<file path="config.mk">
export PLATFORM = sky130hd
export DESIGN_NAME = swref_regs
export DESIGN_NICKNAME = d
export VERILOG_FILES = /design/src/swref_pkg.sv /design/src/swref_regs.sv
export SDC_FILE = /design/constraint.sdc
export NUM_CORES = 1
export LEC_CHECK = 0
export ABC_AREA = 1
export BUFFER_PORTS_ARGS = -buffer_cell sky130_fd_sc_hd__buf_2
export CELL_PAD_IN_SITES_DETAIL_PLACEMENT = 2
export CELL_PAD_IN_SITES_GLOBAL_PLACEMENT = 2
export CORE_AREA = 10 10 91 93
export CTS_BUF_LIST = sky130_fd_sc_hd__clkbuf_4
export DETAILED_ROUTE_END_ITERATION = 12
export DIE_AREA = 0 0 101 103
export PLACE_DENSITY = 0.76
export SLEW_MARGIN = 20
export SYNTH_ARGS = -nofsm -noshare
export SYNTH_HDL_FRONTEND = slang
export SYNTH_SLANG_ARGS = --single-unit
</file>
<file path="constraint.sdc">
create_clock -name clk -period 1 [get_ports clk]
set_input_delay 0.25 -clock clk [delete_from_list [all_inputs] [get_ports clk]]
set_output_delay 0.25 -clock clk [all_outputs]
set_load 0.05 [all_outputs]
</file>
<file path="src/swref_pkg.sv">
// constants and carriers for the switch status and reference buffer registers
// assumes a single-clock register port, read data one cycle after the strobe
// Contract
// the switch status register is read-only at 0x21bc and resets to zero.
// status bit 11 reads 1 while the feedback return switch is closed.
// status bit 9 reads 1 while switch ten is closed.
// status bit 5 reads 1 while switch six is closed.
// status bit 0 reads 1 while switch one is closed.
// bits 8, 6, 4, 3, 2, 1 show switches nine, seven, five, four, three, two.
// reserved bits of both registers read zero and ignore writes.
// the buffer control register sits at 0x2180 and resets to 0x37.
// control bit 8 enables the buffered 1.82 V reference pin output.
// control bit 6 closes the 1.11 V decoupling discharge switch.
// control bit 5 enables the 1.11 V low-power common-mode buffer.
// software enables high-power buffers while converting, low-power ones in hibernate.
// control bit 4 enables the 1.11 V high-speed common-mode buffer.
// control bit 3 closes the 1.82 V decoupling discharge switch.
// control bit 2 enables the 1.82 V low-power reference buffer.
package swref_pkg;
   localparam logic [15:0] SWREF_ADDR_CTRL   = 16'h2180;
   localparam logic [15:0] SWREF_ADDR_STATUS = 16'h21bc;
   localparam logic [31:0] SWREF_CTRL_RESET  = 32'h0000_0037;
   localparam logic [31:0] SWREF_STAT_RESET  = 32'h0000_0000;
   // writable control bits: 8,6,5,4,3,2,1,0
   localparam logic [31:0] SWREF_CTRL_MASK   = 32'h0000_017f;
   // implemented status bits: 11,9,8,6,5,4,3,2,1,0
   localparam logic [31:0] SWREF_STAT_MASK   = 32'h0000_0b7f;
   localparam int SWREF_BIT_PIN_OUT   = 8;
   localparam int SWREF_BIT_1V11_DIS  = 6;
   localparam int SWREF_BIT_1V11_LP   = 5;
   localparam int SWREF_BIT_1V11_HS   = 4;
   localparam int SWREF_BIT_1V82_DIS  = 3;
   localparam int SWREF_BIT_1V82_LP   = 2;

   typedef struct packed {
      logic ref_1v82_pin_output_enable;
      logic ref_1v11_discharge_close;
      logic ref_1v11_lowpower_buffer_enable;
      logic ref_1v11_highspeed_buffer_enable;
      logic ref_1v82_discharge_close;
      logic ref_1v82_lowpower_buffer_enable;
      logic [1:0] ref_other;
   } swref_ctrl_t;

   typedef struct packed {
      logic [15:0] addr;
      logic [31:0] wdata;
      logic        wr;
      logic        rd;
   } swref_bus_t;
endpackage

</file>
<file path="src/swref_regs.sv">
// register bank: switch group status and reference buffer control
// switch states arrive synchronous to clk from the switch matrix, 1 = closed
//
// Implementation choice: the address-and-strobe port.
`timescale 1ns/10ps
module swref_regs (
   input  wire logic               clk,
   input  wire logic               rst,
   input  wire swref_pkg::swref_bus_t bus,
   input  wire logic [11:0]        switch_closed,
   output logic [31:0]             rdata,
   output swref_pkg::swref_ctrl_t  ctrl
);
   import swref_pkg::*;

   logic [31:0] ctrl_reg;
   logic [31:0] status_reg;
   logic [31:0] rdata_next;

   // reserved bits masked on write so they always read zero
   always_ff @(posedge clk or posedge rst) begin
      if (rst) begin
         ctrl_reg <= SWREF_CTRL_RESET;
      end else if (bus.wr && bus.addr == SWREF_ADDR_CTRL) begin
         ctrl_reg <= bus.wdata & SWREF_CTRL_MASK;
      end
   end

   // status is read-only; writes to it fall through
   // bits map straight from the switch vector
   always_ff @(posedge clk or posedge rst) begin
      if (rst) begin
         status_reg <= SWREF_STAT_RESET;
      end else begin
         status_reg <= {20'h0_0000, switch_closed} & SWREF_STAT_MASK;
      end
   end

   always_comb begin
      rdata_next = 32'h0000_0000;
      if (bus.rd) begin
         case (bus.addr)
            SWREF_ADDR_CTRL:   rdata_next = ctrl_reg;
            SWREF_ADDR_STATUS: rdata_next = status_reg;
            default:           rdata_next = 32'h0000_0000;
         endcase
      end
   end

   always_ff @(posedge clk or posedge rst) begin
      if (rst) begin
         rdata <= 32'h0000_0000;
      end else begin
         rdata <= rdata_next;
      end
   end

   // outputs use their own flops loaded with the control register's next value, no extra stage
   always_ff @(posedge clk or posedge rst) begin
      if (rst) begin
         ctrl <= swref_ctrl_t'(8'h37);
      end else begin
         ctrl.ref_1v82_pin_output_enable <=
            ctrl_next_bit(SWREF_BIT_PIN_OUT);
         ctrl.ref_1v11_discharge_close <=
            ctrl_next_bit(SWREF_BIT_1V11_DIS);
         ctrl.ref_1v11_lowpower_buffer_enable <=
            ctrl_next_bit(SWREF_BIT_1V11_LP);
         ctrl.ref_1v11_highspeed_buffer_enable <=
            ctrl_next_bit(SWREF_BIT_1V11_HS);
         ctrl.ref_1v82_discharge_close <=
            ctrl_next_bit(SWREF_BIT_1V82_DIS);
         ctrl.ref_1v82_lowpower_buffer_enable <=
            ctrl_next_bit(SWREF_BIT_1V82_LP);
         ctrl.ref_other <= {ctrl_next_bit(1), ctrl_next_bit(0)};
      end
   end

   // value the control register takes at this edge
   function automatic logic ctrl_next_bit(input int idx);
      logic [31:0] v;
      v = (bus.wr && bus.addr == SWREF_ADDR_CTRL) ?
          (bus.wdata & SWREF_CTRL_MASK) : ctrl_reg;
      return v[idx];
   endfunction

   a_status_reads: assert property (@(posedge clk) disable iff (rst)
      $past(bus.rd) && $past(bus.addr) == SWREF_ADDR_STATUS
      |-> rdata == $past(status_reg))
      else $error("status read data wrong");
   a_status_map: assert property (@(posedge clk) disable iff (rst)
      ##1 status_reg == ({20'h0_0000, $past(switch_closed)} & SWREF_STAT_MASK))
      else $error("status bit map wrong");
   a_ctrl_write: assert property (@(posedge clk) disable iff (rst)
      bus.wr && bus.addr == SWREF_ADDR_CTRL
      |=> ctrl_reg == ($past(bus.wdata) & SWREF_CTRL_MASK))
      else $error("control write lost");
   a_ctrl_hold: assert property (@(posedge clk) disable iff (rst)
      !(bus.wr && bus.addr == SWREF_ADDR_CTRL) |=> $stable(ctrl_reg))
      else $error("control changed without write");
   a_pin_out: assert property (@(posedge clk) disable iff (rst)
      ##1 ctrl.ref_1v82_pin_output_enable == ctrl_reg[SWREF_BIT_PIN_OUT])
      else $error("pin output enable mismatch");
   a_dis_1v11: assert property (@(posedge clk) disable iff (rst)
      ##1 ctrl.ref_1v11_discharge_close == ctrl_reg[SWREF_BIT_1V11_DIS])
      else $error("1v11 discharge mismatch");
   a_lp_1v11: assert property (@(posedge clk) disable iff (rst)
      ##1 ctrl.ref_1v11_lowpower_buffer_enable == ctrl_reg[SWREF_BIT_1V11_LP])
      else $error("1v11 lp buffer mismatch");
   a_hs_1v11: assert property (@(posedge clk) disable iff (rst)
      ##1 ctrl.ref_1v11_highspeed_buffer_enable == ctrl_reg[SWREF_BIT_1V11_HS])
      else $error("1v11 hs buffer mismatch");
   a_dis_1v82: assert property (@(posedge clk) disable iff (rst)
      ##1 ctrl.ref_1v82_discharge_close == ctrl_reg[SWREF_BIT_1V82_DIS])
      else $error("1v82 discharge mismatch");
   a_lp_1v82: assert property (@(posedge clk) disable iff (rst)
      ##1 ctrl.ref_1v82_lowpower_buffer_enable == ctrl_reg[SWREF_BIT_1V82_LP])
      else $error("1v82 lp buffer mismatch");
endmodule

</file>
* After elaboration in Yosys (flattened, before gate mapping)
Cells that the tools add are included.
Cells by class: equal/unequal tests 2, mux-type cells 3, reductions and logical operators 1
Operators with widths (count):
- 16-bit by 14-bit == test with 1-bit output, second input constant | 2
- 32-bit 2-to-1 mux | 1
- 12-bit one-hot mux with 2 select lines | 1
- 9-bit 2-to-1 mux | 1
- 1-bit logical AND | 1
Word-level totals: bits in registers 58, input bits 64, word-level logic and storage cells 16

* Logic depth before layout (Yosys ltp)
Gate-level depths: netlist of run 1.
word-level depth 3, gate-level depth with buffers 7, mapped depth without buffers 7

* Worst setup path after synthesis of run 1
Ideal clock, no wire load.
path type input to register, start point in bus[41] (netlist name), end point reg ctrl_reg[3], library setup time 0.119 ns, arrival time 0.917 ns, slack -0.037 ns, stages on the path 7, cells stage by stage inv_1 -> nor2_1 -> nand2_2 -> nor2_4 -> nand3_2 -> nand2_1 -> nand2_1
Between the ends: word-level cells in the longest chain between the ends 3
RTL lines:
- from (decl) | line swref_regs.sv:9 | input wire swref_pkg::swref_bus_t bus,
- 16-bit by 14-bit == test with 1-bit output | line swref_regs.sv:24 | end else if (bus.wr && bus.addr == SWREF_ADDR_CTRL) begin
- 1-bit logical AND | line swref_regs.sv:24
- 9-bit 2-to-1 mux
- to (signal assigned) | line swref_regs.sv:25 | ctrl_reg <= bus.wdata & SWREF_CTRL_MASK;
- to (decl) | line swref_regs.sv:16 | logic [31:0] ctrl_reg;
Every way passes these cells.

==> reports/qor.yml, run 1 <==
drv_slew: 0
use_met1_pct: 7.86
finClkSkew_ps: 11.8
synth_area_um2: 1330
dr.pass1.iters: 4
drt-initial-drc-count: 25
die_h_um: 103
synthAdderAreaFrac_pct: 0
muxShareOfSynthArea_pct: 0
finalWeightedCongestion: 0.677
die_w_um: 101
ys_warn_count: 0
boundaryPins: 104
status: "finished, violations left"
synth_edf_count: 0
peakVddDrop_v: 0.000420
slowest_delay_ps: 600
setup_viol: 18
worstPathArrival_ps: 1070
gr-usage-met2_pct: 15.9
cp_cell_sequence: "buf_12"
grt_pass1_vias: 1340
drive_gt1_share_pct: 43.8
fmax_ghz: 0.757
netlist_instances: 135
async_flop_share_pct: 100
setup_ws_ps: -322
ys_seq_elements: 28
synthXorXnorAreaFrac_pct: 0
wirelength_mm: 4.39
synth_flop_cell: "dfrtp_1"
hp-class: "input pin to flip-flop"
dp_hpwl_mm: 3.48
busiest_layer: "met2"
clk_latency_ps: 320
synth_largest_area_cell: "dfrtp_1"
violations: "negative setup slack"
yosysTopAreaCellShare_pct: 43.4
hold_violations: 0
cts.reportedPaths.clkPinSlew_ps: 160
io_buffers: 55
ant_nets: 0
synthTopCellsByArea: "dfrtp_1, buf_4, dfstp_2"
htree_levels: 1
clock-root-buffer: "clkbuf_4"
layout.nets: 282
met3_usage_pct: 2.95
gr-total-overflow: 0
dieArea_um2: 10400
coreArea_um2: 6570
vias: 1171
cp_slowest_cell: "dfstp_2"
path_class: "flip-flop to output port"
grt_pass1_wl_mm: 6.78
fin_crit_sh_pct: 132
finalInstanceArea_um2: 2050
crit_buf_inv: 1
antenna_found_initial: 1
cts_max_path_buffers: 2
row_count: 30
synth-compound-area-share_pct: 0
total_leakage_power_nw: 1.06
required_ps: 750
cp-start-kind: "flip-flop"
p_per_area_nw_per_um2: 983
track_usage_pct: 8.26
area_growth_pct: 54.8
final.min_clock_period_ps: 1320
cts_made_buffers: 3
grt_max_degree: 29
worstPathMaxFanout: 2
initial_core_util_pct: 20.2
synth_seq_area_share_pct: 53.4
yosysMostFrequentCell: "nand2_1"
wl_per_cell_um: 14.7
dpl_cell_area_um2: 1750
vias_per_cell: 3.93
drc_errors: 0
synth-simple-area-share_pct: 28.4
cts_sinks: 28
yosys-top-cells-count: "nand2_1, dfrtp_1, buf_4"
postSynthAreaPerCell_um2: 9.81
cap_violations: 0
cts_tree: "yes"
endpoint_kind: "output port"
fin_setup_tns_ps: -3260
rsz0062_at_grt: "yes"
path_delay_family: "flip-flops"
synth_top_family_by_area: "simple AND/OR/NAND/NOR gates"
synth_cell_types: 16
## worst paths after layout
| kind | from | endpoint | slack [ps] | cells after the start |
|---|---|---|---|---|
| min in group asynchronous | rst | rdata[6] | 470 | 4 |
| hold reg to reg | status_reg[9] | rdata[9] | 490 | 2 |
| hold / removal | bus[6] | ctrl_reg[4] | 130 | 3 |
| setup / recovery | ctrl_reg[1] | ctrl[1] | -320 | 1 |
| setup reg to reg | ctrl_reg[5] | rdata[5] | 10 | 4 |
| max in group asynchronous | rst | ctrl[0] | 280 | 4 |
## timing repair
item                                    CTS  global route
hold endpoints to repair                 25             8
gates cloned                              0             0
pin swaps                                 0             1
hold buffers                              3             8
endpoints found under the setup margin   18            20
setup buffers                             4             1
gates resized for setup                  38             2
## placed cells by master (no fill, tap or decap), types with 4 or more instances in the layout
cell type and n:
nand2_1 31, dfrtp_1 23, conb_1 22, buf_8 4, nand4_1 11, buf_12 4
buf_4 14, buf_2 37, dfstp_2 5, inv_1 4, buf_6 14, nor2_1 6
nand3_1 8, dlygate4sd3_1 11, nand3b_1 5
## logic make-up after synthesis
family | Yosys count
simple gates | 73
flops | 28
buf+inv | 33
other cells | 1
## per-stage QoR
stage / hold slack [ps] / util [%] / setup WS [ps] / power [mW] / cells
after floorplan: 281 / - / -9.73 / 1.48 / 156
after global placement: 295 / 26.6 / -197 / 1.52 / 277
after detailed placement: 300 / 26.6 / -243 / 1.53 / 277
after CTS: 2.42 / 29.8 / -350 / 2.03 / 288
after global routing: 123 / 31.2 / -370 / 2.14 / 298
final: 133 / 31.2 / -322 / 2.02 / 298
## layer usage
metal  vias to the layer above  share of wire (%)
li1                        559                  -
met1                       569                 35
met2                        41                 56
met3                         2                9.1
met4                         0               0.52
met5                         -                  0
## power by group
| part | internal (mW) | leakage [nW] | switching, mW |
|---|---|---|---|
| Clock | 0.146 | 0.0154 | 0.330 |
| Sequential | 1.15 | 0.350 | 0.00626 |
| Combinational | 0.106 | 0.693 | 0.275 |
| Total | 1.41 | 1.06 | 0.611 |
## cell type report
type	instances	area, µm²
clock inverter	1	3.75
inverter	6	30.0
antenna	1	2.50
fill	746	4520
sequential	28	707
timing repair buffer	84	698
clock buffer	3	22.5
multi-input combinational	95	487
tap	80	100
Power figures use the tool's default switching activity.
==> inputs of run 2 (changes only) <==
- ABC_AREA: 1 -> default
- CORE_AREA: 10 10 91 93 -> 10 10 86 88
- DIE_AREA: 0 0 101 103 -> 0 0 96 98
==> run 2 against run 1 <==
Net effect:
- the flow still finishes with violations (negative setup slack)
- via count down 27%
- non-clock buffer count is 6 lower
- clock power grew 57%
- fmax decreased by 0.14%
- core utilization grew 3.3 points
- first-iteration DRC count decreased by 72%
- design area is 3.4% lower
- cell count decreased by 20%
- sequential power about the same
- largest cell class unchanged
==> reports/qor.yml, run 2 <==
cp_cell_sequence: "buf_8"
fin_setup_tns_ps: -5570  # -2300 ps
drt-initial-drc-count: 7  # -72%
synth_edf_count: 0  # unchanged
worstPathArrival_ps: 1070  # about the same
clk_latency_ps: 330  # about the same
grt_pass1_vias: 1021  # -24%
combPwrFrac_pct: 16.2  # -2.7 points
track_usage_pct: 8.02  # -0.24 points
initial_core_util_pct: 21.4  # +1.2 points
synth-compound-area-share_pct: 5.71  # +5.7 points
synthXorXnorAreaFrac_pct: 0  # unchanged
regToRegSetupSlack_ps: -40  # -50 ps
synthAdderAreaFrac_pct: 0  # unchanged
violations: "negative setup slack"
finClkSkew_ps: 7.00  # -4.78 ps
dieArea_um2: 9410  # -9.6%
hold_violations: 0  # unchanged
crit_buf_inv: 1  # unchanged
synth_top_family_by_area: "buffers and inverters"
dpl_cell_area_um2: 1610  # -8.0%
drive_gt1_share_pct: 60.1  # +16 points
gr-total-overflow: 0  # unchanged
synth_area_um2: 1230  # -7.4%
synth_largest_area_cell: "dfrtp_1"
ys_warn_count: 0  # unchanged
p_total_mw: 2.27  # +13%
netlist_instances: 82  # -39%
yosys-top-cells-count: "dfrtp_1, buf_4, a22o_1, mux2_4, dfstp_2"
instances_no_fill: 238  # -20%
placedCellCount: 221  # -20%
coreArea_um2: 5750  # -13%
power_frac_seq_pct: 51.0  # -6.5 points
fmax_ghz: 0.756  # -0.14%
clkPwrFrac_pct: 32.8  # +9.2 points
drv_slew: 0  # unchanged
vias_per_cell: 3.59  # -8.6%
synthTopCellsByArea: "dfrtp_1, buf_4, dfstp_2"
rr_endpoint: "ctrl_reg[8]"
required_ps: 750  # about the same
antenna_found_initial: 0  # -1
wirelength_mm: 3.83  # -13%
cts_sinks: 28  # unchanged
synth_cell_types: 17  # +1
vias: 855  # -27%
ys_seq_elements: 28  # unchanged
switching_power_mw: 0.605  # -0.90%
path_class: "flip-flop to output port"
setup_ws_ps: -323  # -1.82 ps
synth-simple-area-share_pct: 12.8  # -16 points
cp-start-kind: "flip-flop"
r2r_start: "ctrl_reg[8]"
cap_violations: 0  # unchanged
yosysMostFrequentCell: "dfrtp_1"
worstPathMaxFanout: 2  # unchanged
drc_errors: 0  # unchanged
min_path_cells: 1  # -2
total_leakage_power_nw: 1.01  # -4.9%
row_count: 28  # -6.7%
postSynthAreaPerCell_um2: 15.0  # +53%
wl_per_cell_um: 16.1  # +9.1%
dr.pass1.iters: 2  # -2
slowest_delay_ps: 590  # about the same
dp_hpwl_mm: 3.09  # -11%
fin_crit_sh_pct: 132  # +0.18 points
cts.reportedPaths.clkPinSlew_ps: 160  # about the same
cp_slowest_cell: "dfstp_2"
muxShareOfSynthArea_pct: 9.79  # +9.8 points
setup_viol: 34  # +16
boundaryPins: 104  # unchanged
path_delay_family: "flip-flops"
p_per_area_nw_per_um2: 1150  # +17%
hp-class: "input pin to flip-flop"
clock-root-buffer: "clkbuf_4"
async_flop_share_pct: 100  # unchanged
area_growth_pct: 61.5
io_buffers: 55  # unchanged
status: "finished, violations left"
grt_pass1_wl_mm: 5.83  # -14%
finalWeightedCongestion: 0.675  # -0.27%
worstHoldStart: "switch_closed[2]"
r2r_cells: 3  # -1
cts_max_path_buffers: 2  # unchanged
grt_max_degree: 29  # unchanged
peakVddDrop_v: 0.000554  # +32%
fill_cells: 610  # -18%
yosysTopAreaCellShare_pct: 46.9  # +3.5 points
final_common_cell: "buf_2"
rsz0062_at_grt: "yes"
min_to: "status_reg[2]"
die_h_um: 98  # -4.9%
p_int_mw: 1.67  # +19%
cts_tree: "yes"
antennaDiodeCount: 0  # -1
die_w_um: 96  # -5.0%
synth_seq_area_share_pct: 57.6  # +4.2 points
ant_nets: 0  # unchanged
final.min_clock_period_ps: 1320  # +1.82 ps
endpoint_kind: "output port"
cts_made_buffers: 3  # unchanged
switching_share_pct: 26.6  # -3.7 points
finalInstanceArea_um2: 1980  # -3.4%
layout.nets: 228  # -19%
synth_flop_cell: "dfrtp_1"
timing.hold.ws_ps: 32.1  # -101 ps
final_cell_mix: "buf_2, dfrtp_1, buf_6, conb_1, buf_4"
htree_levels: 1  # unchanged
-- run 2: changes by cell type after synthesis, sizes merged --
cell | previous run | this run
and2 | 0 | 2
a22o | 0 | 8
mux2 | 0 | 8
nor4 | 0 | 1
nand3b | 5 | 0
nor4b | 0 | 3
nand2 | 34 | 3
inv | 6 | 1
nand4 | 11 | 1
nand3 | 11 | 1
buf | 27 | 22
nor2 | 11 | 2
-- run 2: power by group through the flow --
stage	combinational (mW)	clock (mW)	sequential [mW]
after floorplan	0.281	0	1.18
after global placement	0.313	0	1.18
after detailed placement	0.320	0	1.18
after CTS	0.348	0.773	1.16
after global routing	0.393	0.818	1.16
final	0.369	0.745	1.16
-- run 2: what timing repair did --
item                       in CTS  in global routing
setup endpoints to repair      36                 36
gates cloned                    0                  0
gates resized for setup        54                  4
setup buffers                   4                  1
pin swaps                       9                  6
hold endpoints to repair       26                  4
hold buffers                    4                  4
-- run 2: final cells by class --
class / count / area [µm²] / area share (%)
Clock buffer: 3 / 22.5 / 1.14
Tap cell: 75 / 93.8 / 4.73
Sequential cell: 28 / 707 / 35.7
Inverter: 1 / 3.75 / 0.189
Clock inverter: 1 / 30.0 / 1.52
Multi-Input combinational cell: 52 / 460 / 23.2
Timing Repair Buffer: 78 / 664 / 33.5
-- run 2: layer usage --
layer / vias up / share of wire, % / GRT usage (%)
li1: 402 / - / -
met1: 418 / 35 / 8.42
met2: 35 / 56 / 14.9
met3: 0 / 9.0 / 3.22
met4: 0 / 0 / 0.681
met5: - / 0 / 0
-- run 2: per-stage QoR --
| step | utilization, % | worst slack, ps |
|---|---|---|
| 5_1_grt | 34.5 | -375 |
| 4_1_cts | 33.4 | -345 |
| 3_3_place_gp | 28.0 | -543 |
| 6_report | 34.5 | -323 |
| 3_5_place_dp | 28.0 | -580 |
| 2_1_floorplan | - | -347 |
-- run 2: how the worst max path moves through the flow --
stage | start | to | slack (ps) | depth (start not counted)
floorplan | bus[46] | ctrl_reg[3] | -350 | 4
global placement | bus[43] | ctrl_reg[3] | -540 | 5
detailed placement | bus[43] | ctrl_reg[8] | -580 | 5
CTS | ctrl_reg[1] | ctrl[1] | -340 | 1
global route | ctrl_reg[1] | ctrl[1] | -380 | 1
finish | ctrl_reg[1] | ctrl[1] | -320 | 1
-- run 2: cells by family after synthesis --
kind of cell	after synthesis
buf+inv	23
simple gates	14
flops	28
compound gates	8
mux	8
other cells	1
